**config.mk**
```make
export PLATFORM = sky130hd
export DESIGN_NAME = fip_ctrl
export DESIGN_NICKNAME = d
export VERILOG_FILES = /design/src/fip_pkg.sv /design/src/fip_svc_if.sv /design/src/fip_ctrl.sv /design/src/fip_svc_stack.sv
export VERILOG_INCLUDE_DIRS = /design/src
export SDC_FILE = /design/constraint.sdc
export NUM_CORES = 1
export LEC_CHECK = 0
export BUFFER_PORTS_ARGS = -buffer_cell sky130_fd_sc_hd__buf_2
export CAP_MARGIN = 20
export CORE_MARGIN = 5
export CORE_UTILIZATION = 54
export CTS_CLUSTER_DIAMETER = 50
export CTS_CLUSTER_SIZE = 40
export DETAILED_ROUTE_END_ITERATION = 16
export PLACE_DENSITY = 0.77
export SYNTH_ARGS = -nofsm -noshare
export SYNTH_HDL_FRONTEND = slang
export SYNTH_SLANG_ARGS = --single-unit
```
**constraint.sdc**
```tcl
create_clock -name sys_clk_i -period 7.7 [get_ports sys_clk_i]
set_input_delay 0.385 -clock sys_clk_i [delete_from_list [all_inputs] [get_ports sys_clk_i]]
set_output_delay 0.385 -clock sys_clk_i [all_outputs]
set_load 0.1 [all_outputs]
```
**src/fip_map.svh**
```systemverilog
/*
  Address map, field positions, reset values and vector addresses of the
  four-level interrupt priority controller.
  Assumes the special-function bus carries 8-bit addresses and data.
*/
`ifndef FIP_MAP_SVH
`define FIP_MAP_SVH

// ==========================================================
// special-function addresses
`define FIP_ADDR_ENABLE 8'ha8
`define FIP_ADDR_PRIO_UPPER 8'hb7
`define FIP_ADDR_PRIO_LOWER 8'hb8
`define FIP_ADDR_FLAGS 8'h88

// ==========================================================
// reset values
`define FIP_RST_ENABLE 8'h00
`define FIP_RST_PRIO 6'h00
`define FIP_RST_FLAGS 4'h0

// ==========================================================
// enable register fields
`define FIP_EN_GATE_BIT 7
`define FIP_EN_SRC_MSB 5
`define FIP_EN_WMASK 8'hbf

// ==========================================================
// request flag register fields
`define FIP_FLG_EXT0_BIT 0
`define FIP_FLG_TMR0_BIT 1
`define FIP_FLG_EXT1_BIT 2
`define FIP_FLG_TMR1_BIT 3

// ==========================================================
// source count and vectors
`define FIP_NUM_SRC 6
`define FIP_VEC_EXT0 8'h03
`define FIP_VEC_TMR0 8'h0b
`define FIP_VEC_EXT1 8'h13
`define FIP_VEC_TMR1 8'h1b
`define FIP_VEC_SER 8'h23
`define FIP_VEC_TMR2 8'h2b

`endif

```
**src/fip_pkg.sv**
```systemverilog
/*
  Types of the four-level interrupt priority controller.
  Assumes fip_map.svh is available for the numeric constants.
*/
package fip_pkg;

  // two-bit priority level, 3 is highest
  typedef logic [1:0] fip_level_t;

  // source index in polling order
  typedef enum logic [2:0] {
    FIP_SRC_EXT0 = 3'h0,
    FIP_SRC_TMR0 = 3'h1,
    FIP_SRC_EXT1 = 3'h2,
    FIP_SRC_TMR1 = 3'h3,
    FIP_SRC_SER = 3'h4,
    FIP_SRC_TMR2 = 3'h5
  } fip_src_t;

endpackage

```
**src/fip_svc_if.sv**
```systemverilog
/*
  Carrier between the controller and its in-service level tracker.
  Assumes both ends run on the same clock.
*/
`timescale 1ns/100ps

interface fip_svc_if;
  logic push;
  fip_pkg::fip_level_t push_level;
  logic pop;
  logic active;
  fip_pkg::fip_level_t top_level;

  modport ctrl (
    output push,
    output push_level,
    output pop,
    input active,
    input top_level
  );

  modport stack (
    input push,
    input push_level,
    input pop,
    output active,
    output top_level
  );
endinterface

```
**src/fip_ctrl.sv**
```systemverilog
/*
  Four-level interrupt priority controller: enables, priority bits,
  request flags, arbitration with nesting and fixed vectors.
  Assumes an 8-bit special-function bus on the core clock, a core that
  acknowledges only while a request is shown and signals handler return,
  and sources on the same clock except the two external pins.
*/
`timescale 1ns/100ps
`include "fip_map.svh"

module fip_ctrl (
  // clock and reset
  input wire logic sys_clk_i,
  input wire logic sys_rst_i,
  // special-function bus
  input wire logic [7:0] sfr_addr_i,
  input wire logic [7:0] sfr_wdata_i,
  input wire logic sfr_wr_i,
  input wire logic sfr_rd_i,
  output logic [7:0] sfr_rdata_o,
  output logic sfr_hit_o,
  // external request pins, active low
  input wire logic external_source_zero_n_i,
  input wire logic external_source_one_n_i,
  input wire logic ext0_edge_mode_i,
  input wire logic ext1_edge_mode_i,
  // on-chip sources
  input wire logic timer0_overflow_i,
  input wire logic timer1_overflow_i,
  input wire logic receive_done_flag_i,
  input wire logic transmit_done_flag_i,
  input wire logic timer2_overflow_flag_i,
  input wire logic timer2_external_flag_i,
  // request flags held here
  output logic ext0_request_flag_o,
  output logic timer0_overflow_flag_o,
  output logic ext1_request_flag_o,
  output logic timer1_overflow_flag_o,
  // processor core
  output logic irq_req_o,
  output logic [7:0] irq_vector_o,
  output logic [1:0] irq_level_o,
  input wire logic core_ack_i,
  input wire logic core_reti_i
);

  fip_svc_if svc();

  logic [7:0] enable_r;
  logic [5:0] prio_upper_r;
  logic [5:0] prio_lower_r;
  logic [3:0] flags_r;
  logic [3:0] flags_nxt;
  logic [1:0] ext0_sync_r;
  logic [1:0] ext1_sync_r;
  logic ext0_prev_r;
  logic ext1_prev_r;
  logic ext0_fall;
  logic ext1_fall;
  logic [5:0] request;
  logic [5:0] pending;
  logic best_found;
  fip_pkg::fip_level_t best_level;
  fip_pkg::fip_src_t best_src;
  logic eligible;
  logic [7:0] best_vector;
  logic irq_req_r;
  logic [7:0] irq_vector_r;
  fip_pkg::fip_level_t irq_level_r;
  fip_pkg::fip_src_t taken_src_r;
  logic [7:0] rdata_r;
  logic hit_r;
  logic wr_enable;
  logic wr_upper;
  logic wr_lower;
  logic wr_flags;
  logic take;

  // ==========================================================
  // in-service tracker
  fip_svc_stack u_svc_stack (
    .sys_clk_i(sys_clk_i),
    .sys_rst_i(sys_rst_i),
    .svc(svc.stack)
  );

  // ==========================================================
  // register writes
  assign wr_enable = sfr_wr_i && (sfr_addr_i == `FIP_ADDR_ENABLE);
  assign wr_upper = sfr_wr_i && (sfr_addr_i == `FIP_ADDR_PRIO_UPPER);
  assign wr_lower = sfr_wr_i && (sfr_addr_i == `FIP_ADDR_PRIO_LOWER);
  assign wr_flags = sfr_wr_i && (sfr_addr_i == `FIP_ADDR_FLAGS);

  always_ff @(posedge sys_clk_i) begin
    if (sys_rst_i) begin
      enable_r <= `FIP_RST_ENABLE;
    end else if (wr_enable) begin
      enable_r <= sfr_wdata_i & `FIP_EN_WMASK;
    end
  end

  always_ff @(posedge sys_clk_i) begin
    if (sys_rst_i) begin
      prio_upper_r <= `FIP_RST_PRIO;
      prio_lower_r <= `FIP_RST_PRIO;
    end else begin
      if (wr_upper) begin
        prio_upper_r <= sfr_wdata_i[5:0];
      end
      if (wr_lower) begin
        prio_lower_r <= sfr_wdata_i[5:0];
      end
    end
  end

  // ==========================================================
  // register reads, registered one cycle after the strobe
  always_ff @(posedge sys_clk_i) begin
    if (sys_rst_i) begin
      rdata_r <= 8'h00;
      hit_r <= 1'b0;
    end else begin
      hit_r <= 1'b0;
      if (sfr_rd_i) begin
        hit_r <= 1'b1;
        unique case (sfr_addr_i)
          `FIP_ADDR_ENABLE: rdata_r <= enable_r;
          `FIP_ADDR_PRIO_UPPER: rdata_r <= {2'h0, prio_upper_r};
          `FIP_ADDR_PRIO_LOWER: rdata_r <= {2'h0, prio_lower_r};
          `FIP_ADDR_FLAGS: rdata_r <= {4'h0, flags_r};
          default: begin
            rdata_r <= 8'h00;
            hit_r <= 1'b0;
          end
        endcase
      end
    end
  end

  // ==========================================================
  // external pin synchronisers and fall detect
  always_ff @(posedge sys_clk_i) begin
    if (sys_rst_i) begin
      ext0_sync_r <= 2'h3;
      ext1_sync_r <= 2'h3;
      ext0_prev_r <= 1'b1;
      ext1_prev_r <= 1'b1;
    end else begin
      ext0_sync_r <= {ext0_sync_r[0], external_source_zero_n_i};
      ext1_sync_r <= {ext1_sync_r[0], external_source_one_n_i};
      ext0_prev_r <= ext0_sync_r[1];
      ext1_prev_r <= ext1_sync_r[1];
    end
  end

  assign ext0_fall = ext0_prev_r && !ext0_sync_r[1];
  assign ext1_fall = ext1_prev_r && !ext1_sync_r[1];

  // ==========================================================
  // request flags; a set in the clearing cycle wins
  assign take = core_ack_i && irq_req_r;

  always_comb begin
    flags_nxt = flags_r;
    if (wr_flags) begin
      flags_nxt = flags_r & sfr_wdata_i[3:0];
    end
    if (take) begin
      unique case (taken_src_r)
        fip_pkg::FIP_SRC_EXT0: begin
          flags_nxt[`FIP_FLG_EXT0_BIT] = 1'b0;
        end
        fip_pkg::FIP_SRC_TMR0: begin
          flags_nxt[`FIP_FLG_TMR0_BIT] = 1'b0;
        end
        fip_pkg::FIP_SRC_EXT1: begin
          flags_nxt[`FIP_FLG_EXT1_BIT] = 1'b0;
        end
        fip_pkg::FIP_SRC_TMR1: begin
          flags_nxt[`FIP_FLG_TMR1_BIT] = 1'b0;
        end
        fip_pkg::FIP_SRC_SER, fip_pkg::FIP_SRC_TMR2: begin
          flags_nxt = flags_nxt;
        end
        default: begin
          flags_nxt = flags_nxt;
        end
      endcase
    end
    // transition mode latches a fall; level mode follows the pin
    if (ext0_edge_mode_i) begin
      if (ext0_fall) begin
        flags_nxt[`FIP_FLG_EXT0_BIT] = 1'b1;
      end
    end else begin
      flags_nxt[`FIP_FLG_EXT0_BIT] = !ext0_sync_r[1];
    end
    if (ext1_edge_mode_i) begin
      if (ext1_fall) begin
        flags_nxt[`FIP_FLG_EXT1_BIT] = 1'b1;
      end
    end else begin
      flags_nxt[`FIP_FLG_EXT1_BIT] = !ext1_sync_r[1];
    end
    if (timer0_overflow_i) begin
      flags_nxt[`FIP_FLG_TMR0_BIT] = 1'b1;
    end
    if (timer1_overflow_i) begin
      flags_nxt[`FIP_FLG_TMR1_BIT] = 1'b1;
    end
  end

  always_ff @(posedge sys_clk_i) begin
    if (sys_rst_i) begin
      flags_r <= `FIP_RST_FLAGS;
    end else begin
      flags_r <= flags_nxt;
    end
  end

  // ==========================================================
  // arbitration over six sources in polling order
  assign request = {
    timer2_overflow_flag_i | timer2_external_flag_i,
    receive_done_flag_i | transmit_done_flag_i,
    flags_r[`FIP_FLG_TMR1_BIT],
    flags_r[`FIP_FLG_EXT1_BIT],
    flags_r[`FIP_FLG_TMR0_BIT],
    flags_r[`FIP_FLG_EXT0_BIT]
  };

  assign pending = request & enable_r[`FIP_EN_SRC_MSB:0] &
    {`FIP_NUM_SRC{enable_r[`FIP_EN_GATE_BIT]}};

  always_comb begin
    best_found = 1'b0;
    best_level = 2'h0;
    best_src = fip_pkg::FIP_SRC_EXT0;
    for (int i = 0; i < `FIP_NUM_SRC; i++) begin
      // strict compare keeps the earlier source on a tie
      if (pending[i] && (!best_found ||
          {prio_upper_r[i], prio_lower_r[i]} > best_level)) begin
        best_found = 1'b1;
        best_level = {prio_upper_r[i], prio_lower_r[i]};
        best_src = fip_pkg::fip_src_t'(3'(i));
      end
    end
  end

  assign eligible = best_found &&
    (!svc.active || (best_level > svc.top_level));

  always_comb begin
    unique case (best_src)
      fip_pkg::FIP_SRC_EXT0: best_vector = `FIP_VEC_EXT0;
      fip_pkg::FIP_SRC_TMR0: best_vector = `FIP_VEC_TMR0;
      fip_pkg::FIP_SRC_EXT1: best_vector = `FIP_VEC_EXT1;
      fip_pkg::FIP_SRC_TMR1: best_vector = `FIP_VEC_TMR1;
      fip_pkg::FIP_SRC_SER: best_vector = `FIP_VEC_SER;
      fip_pkg::FIP_SRC_TMR2: best_vector = `FIP_VEC_TMR2;
      default: best_vector = `FIP_VEC_EXT0;
    endcase
  end

  // ==========================================================
  // request to the core, dropped the cycle after the acknowledge
  always_ff @(posedge sys_clk_i) begin
    if (sys_rst_i) begin
      irq_req_r <= 1'b0;
      irq_vector_r <= 8'h00;
      irq_level_r <= 2'h0;
      taken_src_r <= fip_pkg::FIP_SRC_EXT0;
    end else begin
      irq_req_r <= eligible && !take;
      irq_vector_r <= best_vector;
      irq_level_r <= best_level;
      taken_src_r <= best_src;
    end
  end

  // ==========================================================
  // nesting bookkeeping
  assign svc.push = take;
  assign svc.push_level = irq_level_r;
  assign svc.pop = core_reti_i;

  // ==========================================================
  // outputs
  assign sfr_rdata_o = rdata_r;
  assign sfr_hit_o = hit_r;
  assign ext0_request_flag_o = flags_r[`FIP_FLG_EXT0_BIT];
  assign timer0_overflow_flag_o = flags_r[`FIP_FLG_TMR0_BIT];
  assign ext1_request_flag_o = flags_r[`FIP_FLG_EXT1_BIT];
  assign timer1_overflow_flag_o = flags_r[`FIP_FLG_TMR1_BIT];
  assign irq_req_o = irq_req_r;
  assign irq_vector_o = irq_vector_r;
  assign irq_level_o = irq_level_r;

endmodule

```
**src/fip_svc_stack.sv**
```systemverilog
/*
  In-service level tracker: one busy bit per priority level.
  Assumes push only for a level above the current top, pop on handler end.
*/
`timescale 1ns/100ps

module fip_svc_stack (
  // clock and reset
  input wire logic sys_clk_i,
  input wire logic sys_rst_i,
  // controller side
  fip_svc_if.stack svc
);

  logic [3:0] busy_r;
  logic [3:0] busy_nxt;
  logic [3:0] pop_mask;

  // ==========================================================
  // top level in service
  always_comb begin
    svc.active = |busy_r;
    svc.top_level = 2'h0;
    pop_mask = 4'h0;
    for (int i = 0; i < 4; i++) begin
      if (busy_r[i]) begin
        svc.top_level = 2'(i);
        pop_mask = 4'h0;
        pop_mask[i] = 1'b1;
      end
    end
  end

  // ==========================================================
  // pop ends the preempting handler, resuming the one below
  always_comb begin
    busy_nxt = busy_r;
    if (svc.pop) begin
      busy_nxt = busy_nxt & ~pop_mask;
    end
    if (svc.push) begin
      busy_nxt[svc.push_level] = 1'b1;
    end
  end

  always_ff @(posedge sys_clk_i) begin
    if (sys_rst_i) begin
      busy_r <= 4'h0;
    end else begin
      busy_r <= busy_nxt;
    end
  end

endmodule

```
# Word-level counts from Yosys, hierarchy flattened

Index checks and enable logic that the tools add are counted.

Add/sub/neg operators: 0
Multiply operators: 0
Divide/modulo/power cells: 0
Order comparisons: 8
Equality and inequality tests: 12
Shift operators: 0
Muxes and demuxes: 43
Bitwise logic cells: 9
Reductions and logical operators: 34

Operator list:

| kind                                                               | count |
|---|---|
| equality test 8 bit (second input constant)                        | 4 |
| one-hot mux 8 bit (4 select lines)                                 | 1 |
| one-hot mux 6 bit (5 select lines)                                 | 1 |
| 2-to-1 mux 1 bit                                                   | 21 |
| 2-to-1 mux 4 bit                                                   | 5 |
| 2-to-1 mux 2 bit                                                   | 9 |
| logical AND 1 bit                                                  | 15 |
| 2-to-1 mux 3 bit                                                   | 5 |
| AND 6 bit                                                          | 2 |
| equality test 3 x 2 -> 1 bit (second input constant)               | 4 |
| greater-than comparator 2 bit                                      | 6 |
| logical NOT 1 bit                                                  | 9 |
| AND 4 bit                                                          | 2 |
| OR reduction 4 bit                                                 | 2 |
| equality test 3 x 1 -> 1 bit (second input constant)               | 2 |
| equality test 3 bit (second input constant)                        | 2 |
| logical OR 1 bit                                                   | 6 |
| NOT 4 bit                                                          | 1 |
| OR 4 bit                                                           | 1 |
| logical NOT 3 bit                                                  | 1 |
| < comparator 2 x 3 -> 1 bit (second input constant)                | 1 |
| demux 1 bit (select 2 bit)                                         | 1 |
| greater-or-equal comparator 2 x 1 -> 1 bit (second input constant) | 1 |
| OR 1 bit                                                           | 2 |
| other kinds (2)                                                    | 2 |

Bits in registers: 56
Latch bits: 0
Memory bits (writable): 0
Memory bits (read-only): 0
Bits of input ports: 32
Output and inout bits: 24
Word-level logic and storage cells: 121
Memories kept: 0

# Longest topological paths before layout

Gate-level depths: netlist of run 1.

Depth after elaboration: 28
Mapped depth: 39
Mapped depth without buffers: 38

# Cells and area by module

A second synthesis of run 1 with hierarchy kept.

Cells, all modules: 293
Area, all modules: 2573.7 um^2

By module, submodules not included:

| module        | instances | cells each | area each (um^2) | sequential area each (um^2) |
|---|---|---|---|---|
| fip_ctrl      | 1         | 273        | 2394.8           | 920.9 |
| fip_svc_stack | 1         | 20         | 178.9            | 80.1 |

# Worst setup path after synthesis of run 1

OpenSTA, ideal clock, no wires.

Kind: reg2reg
From: register flags_r[0]
To: register irq_req_r, in the netlist irq_req_o
Library setup time: 0.117 ns
Arrival: 7.152 ns
Required time: 7.583 ns
Path slack: 0.431 ns
Cell stages (with the launch flop): 39
Buffers on the path: 1
Period minus slack after synthesis: 7.269 ns
Cells stage by stage: dfxtp_1 and3_1 clkbuf_1 nand2_1 ha_1 nor2b_1 o21ai_1 o211a_1 nor2_1 ha_1 nor2b_1 a2bb2oi_1 o21a_1 a221oi_2 nor2_1 ha_1 nand2_1 o21ai_0 [... 3 more ...] inv_1 ha_1 nor2b_1 o21ai_0 a21oi_1 mux2_2 ha_1 nand2_1 o21ai_0 o22a_1 nand2_1 o22a_1 o21a_1 ha_1 a21oi_1 a21oi_1 o211ai_1 nor2_1

Word-level cells in the longest chain between the ends: 27
Elaborated cells between the ends (all ways): 38
Those cells by class: 6 x order compare; 12 x mux; 2 x bitwise; 18 x reduce/logical

RTL lines:

| element                                                                   | RTL line                         | RTL |
|---|---|---|
| from (decl)                                                               | fip_ctrl.sv:52                   | `logic [3:0] flags_r;` |
| from (signal assigned)                                                    | fip_ctrl.sv:215                  | `` flags_r <= `FIP_RST_FLAGS; `` |
| from (signal assigned)                                                    | fip_ctrl.sv:217                  | `flags_r <= flags_nxt;` |
| AND 6 bit * (2 in series)                                                 | fip_ctrl.sv:232                  | `` assign pending = request & enable_r[`FIP_EN_SRC_MSB:0] & `` |
| 2-to-1 mux 2 bit / 2-to-1 mux 1 bit (equally long branches)               | fip_ctrl.sv:241                  | `if (pending[i] && (!best_found \|\|` |
| greater-than comparator 2 bit / logical NOT 1 bit (equally long branches) | fip_ctrl.sv:242, fip_ctrl.sv:241 |  |
| logical OR 1 bit                                                          | fip_ctrl.sv:241                  |  |
| logical AND 1 bit                                                         | fip_ctrl.sv:241                  |  |
| 2-to-1 mux 2 bit / 2-to-1 mux 1 bit (equally long branches)               | fip_ctrl.sv:241                  |  |
| greater-than comparator 2 bit / logical NOT 1 bit (equally long branches) | fip_ctrl.sv:242, fip_ctrl.sv:241 |  |
| logical OR 1 bit                                                          | fip_ctrl.sv:241                  |  |
| [... 11 more ...]                                                         | --                               |  |
| logical OR 1 bit                                                          | fip_ctrl.sv:241                  |  |
| logical AND 1 bit                                                         | fip_ctrl.sv:241                  |  |
| 2-to-1 mux 2 bit *                                                        | fip_ctrl.sv:241                  |  |
| via best_level[1]                                                         | fip_ctrl.sv:63                   | `fip_pkg::fip_level_t best_level;` |
| greater-than comparator 2 bit *                                           | fip_ctrl.sv:251                  | `(!svc.active \|\| (best_level > svc.top_level));` |
| logical OR 1 bit *                                                        | fip_ctrl.sv:251                  |  |
| logical AND 1 bit *                                                       | fip_ctrl.sv:250                  | `assign eligible = best_found &&` |
| logical AND 1 bit *                                                       | fip_ctrl.sv:274                  | `irq_req_r <= eligible && !take;` |
| to (signal assigned)                                                      | fip_ctrl.sv:274                  |  |
| to (decl)                                                                 | fip_ctrl.sv:67                   | `logic irq_req_r;` |

The timed path passes the listed nets; every way through them passes the cells marked *.
A chain may end at the register's enable or synchronous reset.

# Worst setup path in the final report of run 1

Same ends and word-level chain as after synthesis.

==> flow_summary_export.csv, run 1 <==
group,metric,value,unit
run_status,status,"complete, no violations",
finish,drive_gt1_share,24.0,%
setup_path,path_buf_inv,1,
floorplanning,core-area,4690,um2
setup_path,reg2regPathDepth,34,
placement,portBuffers,50,
routing,firstDrtPassIters,6,
global_route,grt_max_degree,37,
global_route,track_usage,21.3,%
min_path,hold_path.startpoint,"external_source_zero_n_i",
timing,final-setup-viol-count,0,
finish,antennaDiodeCount,0,
clock_tree,cts.sinks,51,
setup_path,r2r_slack,0.55,ns
setup_path,end_kind,"flip-flop",
floorplanning,row_count,25,
global_route,antenna_found_initial,0,
logic_synthesis,synth_cell_types,51,
timing,finalHoldViolations,0,
timing,min_period,7.15,ns
clock_tree,hold_buffers,0,
floorplanning,die-area,6260,um2
setup_path,worstReg2RegStart,"flags_r[0]$_SDFF_PP0_",
min_path,hold_class,"in2reg",
finish,mostFrequentLayoutCell,"dfxtp_1",
placement,hpwl,4.75,mm
timing,slew_headroom,57.2,%
finish,layout_common_cells,"dfxtp_1, buf_2, nand2_1",
routing,vias,2350,
routing,via_per_inst,5.82,
routing,drc,0,
logic_synthesis,netlist_area,2580,um2
logic_synthesis,synth_warnings,0,
routing,drt-wirelength-per-cell,15.7,um
setup_path,crit_path_max_incr_delay,0.42,ns
pwr,leakagePower,0.00125,uW
global_route,grt_pass1_vias,2280,
clock_tree,clock_path_buffers,2,
setup_path,crit_fanout,8,
timing,final_max_slew_viol_count,0,
setup_path,path_class,"reg2reg",
clock_tree,cts_tree,"yes",
setup_path,slowest_stage,"dfxtp_1",
finish,area.growth.synth_to_final,13.2,%
clock_tree,path_clk_slew,0.09,ns
floorplanning,die_width,79.1,um
finish,final_cell_area,2920,um2
setup_path,critPathTopFamily,"compound AO/OA/AOI/OAI gates",
clock_tree,cts_max_level,2,
setup_path,r2r_end,"irq_req_o$_SDFF_PP0_",
pwr,p_per_area,159,nW/um2
min_path,min_to,"ext0_sync_r[0]$_SDFF_PP1_",
placement,dpl_cell_area,2810,um2
logic_synthesis,synthArstFlopShare,0,%
setup_path,start_kind,"flip-flop",
clock_tree,cts_buffers,5,
timing,fin_crit_sh,92.8,%
routing,initialDrtViolationCount,185,
placement,place.gp.congestion,0.892,
setup_path,cp_data_required_time,7.90,ns
timing,setup_tns,0,ns
timing,fmax,0.140,GHz
logic_synthesis,synthCells,302,
routing,wl,6.33,mm
setup_path,critPathMostFrequentCell,"ha_1",
logic_synthesis,synth-seq-cells,51,
routing,ant_nets,0,
floorplanning,start_util,55.0,%
floorplanning,ios,56,
pwr,ir_drop,162,uV
timing,finClkSkew,0.00654,ns
timing,worst_slew_pin_slew,0.642,ns
logic_synthesis,synth_flop_cell,"dfxtp_1",
min_path,whs_path_depth,2,
finish,nNetsFinal,393,
setup_path,arrival,7.35,ns
logic_synthesis,synth-edff-count,0,
logic_synthesis,yosysSeqAreaShare,39.6,%
clock_tree,root_buffer,"clkbuf_8",
logic_synthesis,postSynthAreaPerCell,8.54,um2
job,drv_cap,0,
global_route,grt-ovfl-total,0,
floorplanning,fp.dieH,79.1,um
clock_tree,clkLatencyLatePin,0.31,ns
global_route,grt_first_pass_wirelength,10.6,mm
[worst max path at each step]
stage / from / endpoint / slack, ns / cells after the start
6_report: flags_r[0]$_SDFF_PP0_ / irq_req_o$_SDFF_PP0_ / 0.55 / 34
3_3_place_gp: flags_r[0]$_SDFF_PP0_ / irq_req_o$_SDFF_PP0_ / 0.53 / 36
3_5_place_dp: flags_r[0]$_SDFF_PP0_ / irq_req_o$_SDFF_PP0_ / 0.52 / 36
5_1_grt: flags_r[0]$_SDFF_PP0_ / irq_req_o$_SDFF_PP0_ / -0.02 / 34
2_1_floorplan: flags_r[0]$_SDFF_PP0_ / irq_req_o$_SDFF_PP0_ / 0.43 / 38
4_1_cts: flags_r[0]$_SDFF_PP0_ / irq_req_o$_SDFF_PP0_ / 0.47 / 36
[what timing repair did]
action / 4_1_cts / 5_1_grt
buffers inserted: 0 / 2
resized for setup: 0 / 2
setup endpoints to repair: 0 / 1
[kinds of logic (layout without fill, tap and decap cells)]
family / Yosys count / in the layout / synth area share (%)
flops: 51 / 51 / 39.6
mux: 8 / 8 / 3.15
fa+ha+maj: 12 / 12 / 5.82
buf+inv: 31 / 76 / 6.21
simple gates: 114 / 114 / 22.8
compound gates: 85 / 85 / 22.3
other cells: 1 / 4 / 0.145
[sequential cells by signal (all words and copies together) (netlist names)]
signal,flops
taken_src_r,3
ext1_sync_r,2
u_svc_stack.busy_r,4
irq_level_o,2
prio_lower_r,6
ext1_prev_r,1
irq_vector_o,4
sfr_hit_o,1
enable_r,7
flags_r,4
sfr_rdata_o,7
irq_req_o,1
ext0_sync_r,2
ext0_prev_r,1
prio_upper_r,6
[cell type report]
| type | count | area (um2) |
|---|---|---|
| tap | 54 | 67.6 |
| clock inverter | 2 | 12.5 |
| inverter | 15 | 56.3 |
| fill | 442 | 1770 |
| multi-input combinational | 223 | 1420 |
| clock buffer | 6 | 72.6 |
| sequential | 51 | 1020 |
| timing repair buffer | 53 | 273 |
[cell usage after synthesis (2+ instances only)]
| master | number | area (um2) |
|---|---|---|
| nor2b_1 | 7 | 43.8 |
| nand4_1 | 2 | 12.5 |
| buf_4 | 5 | 37.5 |
| a22o_2 | 3 | 30.0 |
| buf_2 | 2 | 10.0 |
| mux2i_1 | 7 | 70.1 |
| dfxtp_1 | 51 | 1020 |
| nand3_1 | 18 | 90.1 |
| a21oi_1 | 28 | 140 |
| or2_2 | 6 | 37.5 |
| inv_1 | 14 | 52.6 |
| o211ai_1 | 4 | 30.0 |
| o21a_1 | 4 | 30.0 |
| clkbuf_1 | 6 | 22.5 |
| nand2b_1 | 4 | 25.0 |
| o211a_1 | 3 | 30.0 |
| o221ai_1 | 2 | 17.5 |
| a222oi_1 | 3 | 30.0 |
| o22a_1 | 3 | 26.3 |
| and2_1 | 4 | 25.0 |
| a221oi_1 | 3 | 26.3 |
| buf_6 | 3 | 33.8 |
| nor3_2 | 2 | 20.0 |
| and3_1 | 2 | 12.5 |
| nand2_1 | 38 | 143 |
| nor2_1 | 21 | 78.8 |
| o31ai_2 | 2 | 25.0 |
| o21ai_0 | 18 | 90.1 |
| o21ai_1 | 4 | 20.0 |
| ha_1 | 12 | 150 |
[report_power, final]
part	switching [uW]	internal (uW)	leakage (uW)
Clock	87.4	63.7	0.0000412
Sequential	2.26	266	0.000413
Combinational	35.3	9.96	0.000797
Total	125	340	0.00125
[routing by layer]
metal / share of wire, % / up-vias / track usage [%]
met5: 0 / - / 0
met1: 44 / 1089 / 27.6
met3: 5.7 / 17 / 3.85
met4: 3.3 / 0 / 9.97
met2: 47 / 84 / 34.4
li1: - / 1160 / -
[worst reg2reg max path: cells and delay by family, from the launching register on]
family / cells / cell delay (ns)
flops: 1 / 0.42
compound gates: 16 / 3.28
fa+ha+maj: 6 / 1.72
mux: 1 / 0.23
simple gates: 10 / 1.35
buf+inv: 1 / 0.08
[per-stage QoR]
step	cells	total power (uW)	hold slack, ns	worst slack (ns)	utilization (%)
finish	404	465	0.259	0.554	62.2
global route	404	485	0.253	-0.0236	62.2
CTS	402	467	0.255	0.475	61.7
detailed placement	394	320	0.400	0.520	59.9
global placement	394	319	0.393	0.531	59.9
floorplan	305	308	0.389	0.431	-
No activity file was read; power rests on OpenSTA's default activity.
==> run 2, diff against run 1 <==
Settings changed: ABC_AREA set to 1, GPL_TIMING_DRIVEN set to 0.
==> flow_summary_export.csv, run 2 <==
group,metric,value,unit
finish,antennaDiodeCount,0,
placement,dpl_cell_area,2960,um2
run_status,status,"complete, no violations",
clock_tree,hold_buffers,0,
finish,layout_common_cells,"nand2_1, dfxtp_1, buf_2",
timing,finClkSkew,0.00410,ns
routing,drt-wirelength-per-cell,13.1,um
timing,min_period,6.59,ns
finish,nNetsFinal,461,
logic_synthesis,synth_warnings,0,
logic_synthesis,synth-seq-cells,51,
logic_synthesis,synth_top_area_share,38.9,%
logic_synthesis,synth.area.top_cells,"dfxtp_1, nand2_1, inv_1",
clock_tree,clkLatencyLatePin,0.30,ns
pwr,ir_drop,163,uV
clock_tree,path_clk_slew,0.09,ns
routing,wl,6.36,mm
timing,final_max_slew_viol_count,0,
setup_path,start_kind,"flip-flop",
placement,portBuffers,48,
routing,initialDrtViolationCount,163,
placement,hpwl,5.05,mm
setup_path,critPathMostFrequentCell,"nand2_1",
timing,setup_tns,0,ns
job,drv_cap,0,
clock_tree,cts_resized,0,
placement,pre_cts_ws,1.19,ns
pwr,p_per_area,168,nW/um2
finish,final_cell_area,3080,um2
finish,mostFrequentLayoutCell,"nand2_1",
logic_synthesis,synth_cell_types,37,
min_path,hold_class,"in2reg",
routing,via_per_inst,5.29,
logic_synthesis,synthTopCellsByCount,"nand2_1, dfxtp_1, inv_1",
routing,wl_met3,450,um
setup_path,arrival,6.79,ns
clock_tree,cts_tree,"yes",
routing,met1Wirelength,2.75,mm
routing,drc,0,
timing,fmax,0.152,GHz
setup_path,cp-startpoint,"enable_r[7]$_SDFFE_PP0P_",
finish,drive_gt1_share,22.7,%
setup_path,path_class,"reg2reg",
routing,firstDrtPassIters,5,
pwr,leakagePower,0.00147,uW
global_route,grt_pass1_vias,2301,
clock_tree,post_cts_buffers,0,
routing,wl_met2,2.95,mm
timing,timing.final.ws_setup,1.11,ns
logic_synthesis,synthArstFlopShare,0,%
setup_path,crit_fanout,7,
timing,fin_crit_sh,85.6,%
floorplanning,row_count,25,
clock_tree,clock_path_buffers,2,
finish,multiInputGateArea,1330,um2
logic_synthesis,synth-edff-count,0,
floorplanning,fp.dieH,79.7,um
logic_synthesis,yosysSeqAreaShare,38.9,%
routing,highest_layer,"met4",
clock_tree,cts.sinks,51,
finish,fill_cells,425,
floorplanning,start_util,55.6,%
global_route,grt_first_pass_wirelength,10.3,mm
timing,finalHoldViolations,0,
setup_path,end_kind,"flip-flop",
setup_path,cp_data_required_time,7.90,ns
floorplanning,ios,56,
timing,rsz0062_at_grt,"false",
finish,area.growth.synth_to_final,17.4,%
timing,final-setup-viol-count,0,
logic_synthesis,synth_most_common_cell,"nand2_1",
logic_synthesis,synthCells,359,
floorplanning,die_width,79.7,um
global_route,grt_max_degree,17,
logic_synthesis,netlist_area,2630,um2
routing,vias,2567,
setup_path,worstReg2RegStart,"enable_r[7]$_SDFFE_PP0P_",
global_route,track_usage,20.8,%
routing,ant_nets,0,
clock_tree,root_buffer,"clkbuf_8",
global_route,antenna_found_initial,0,
floorplanning,die-area,6360,um2
logic_synthesis,synth_flop_cell,"dfxtp_1",
logic_synthesis,synth_largest_area_cell,"dfxtp_1",
min_path,hold_path.startpoint,"external_source_zero_n_i",
floorplanning,core-area,4720,um2
setup_path,crit_path_max_incr_delay,0.48,ns
logic_synthesis,postSynthAreaPerCell,7.32,um2
clock_tree,cts_max_level,2,
clock_tree,cts_buffers,5,
placement,place.gp.congestion,0.845,
setup_path,slowest_stage,"dfxtp_1",
finish,seqCellArea,1020,um2
global_route,grt-ovfl-total,0,
run 2: stage by stage:
stage	util [%]	std cells	hold slack (ns)	total power, uW
after global placement	62.7	477	0.391	324
after global routing	65.3	485	0.248	534
final	65.3	485	0.259	517
after floorplan	-	362	0.389	309
after detailed placement	62.7	477	0.397	325
after CTS	65.3	485	0.251	520
run 2: critical path, delay by kind of cell, from the launching register on:
kind / cells / cell delay, ns
buffers and inverters: 10 / 0.66
AOI/OAI and AO/OA: 7 / 1.07
DFF: 1 / 0.48
adders and majority gates: 6 / 1.73
and+or+nand+nor: 30 / 2.57
run 2: routing by layer:
metal  vias up  GRT usage (%)
li1       1281              -
met2       101           34.6
met1      1167           25.5
met5         -              0
met4         0           9.12
met3        18           4.85
run 2: logic make-up (layout without fill, tap and decap cells):
logic type	Yosys count	after routing	share of synthesized area (%)
adder cells (fa/ha/maj)	12	12	5.72
AND/OR/NAND/NOR	159	159	29.3
flip-flops	51	51	38.9
AO/OA/AOI/OAI	69	69	15.1
other	1	4	0.143
buffers and inverters	67	123	10.9
run 2: final timing paths:
check                                            endpoint  slack [ns]  cells after the start
worst max-delay path                 irq_req_o$_SDFF_PP0_        1.11                     53
worst min-delay path            ext0_sync_r[0]$_SDFF_PP1_        0.26                      2
worst max register to register       irq_req_o$_SDFF_PP0_        1.11                     53
worst min register to register  ext1_sync_r[1]$_SDFF_PP1_        0.42                      1
run 2: power by group:
| part | internal, uW | switching, uW |
|---|---|---|
| Clock | 107 | 90.9 |
| Sequential | 266 | 2.36 |
| Combinational | 13.1 | 37.2 |
run 2: layout make-up:
type	count	share of cell area, %
multi-input cells	244	43.1
flip-flops and latches	51	33.1
repair buffers	48	7.79
inverters	54	6.66
well taps	67	2.72
clock buffers	6	2.68
plain buffers	13	2.64
clock inverters	2	1.26
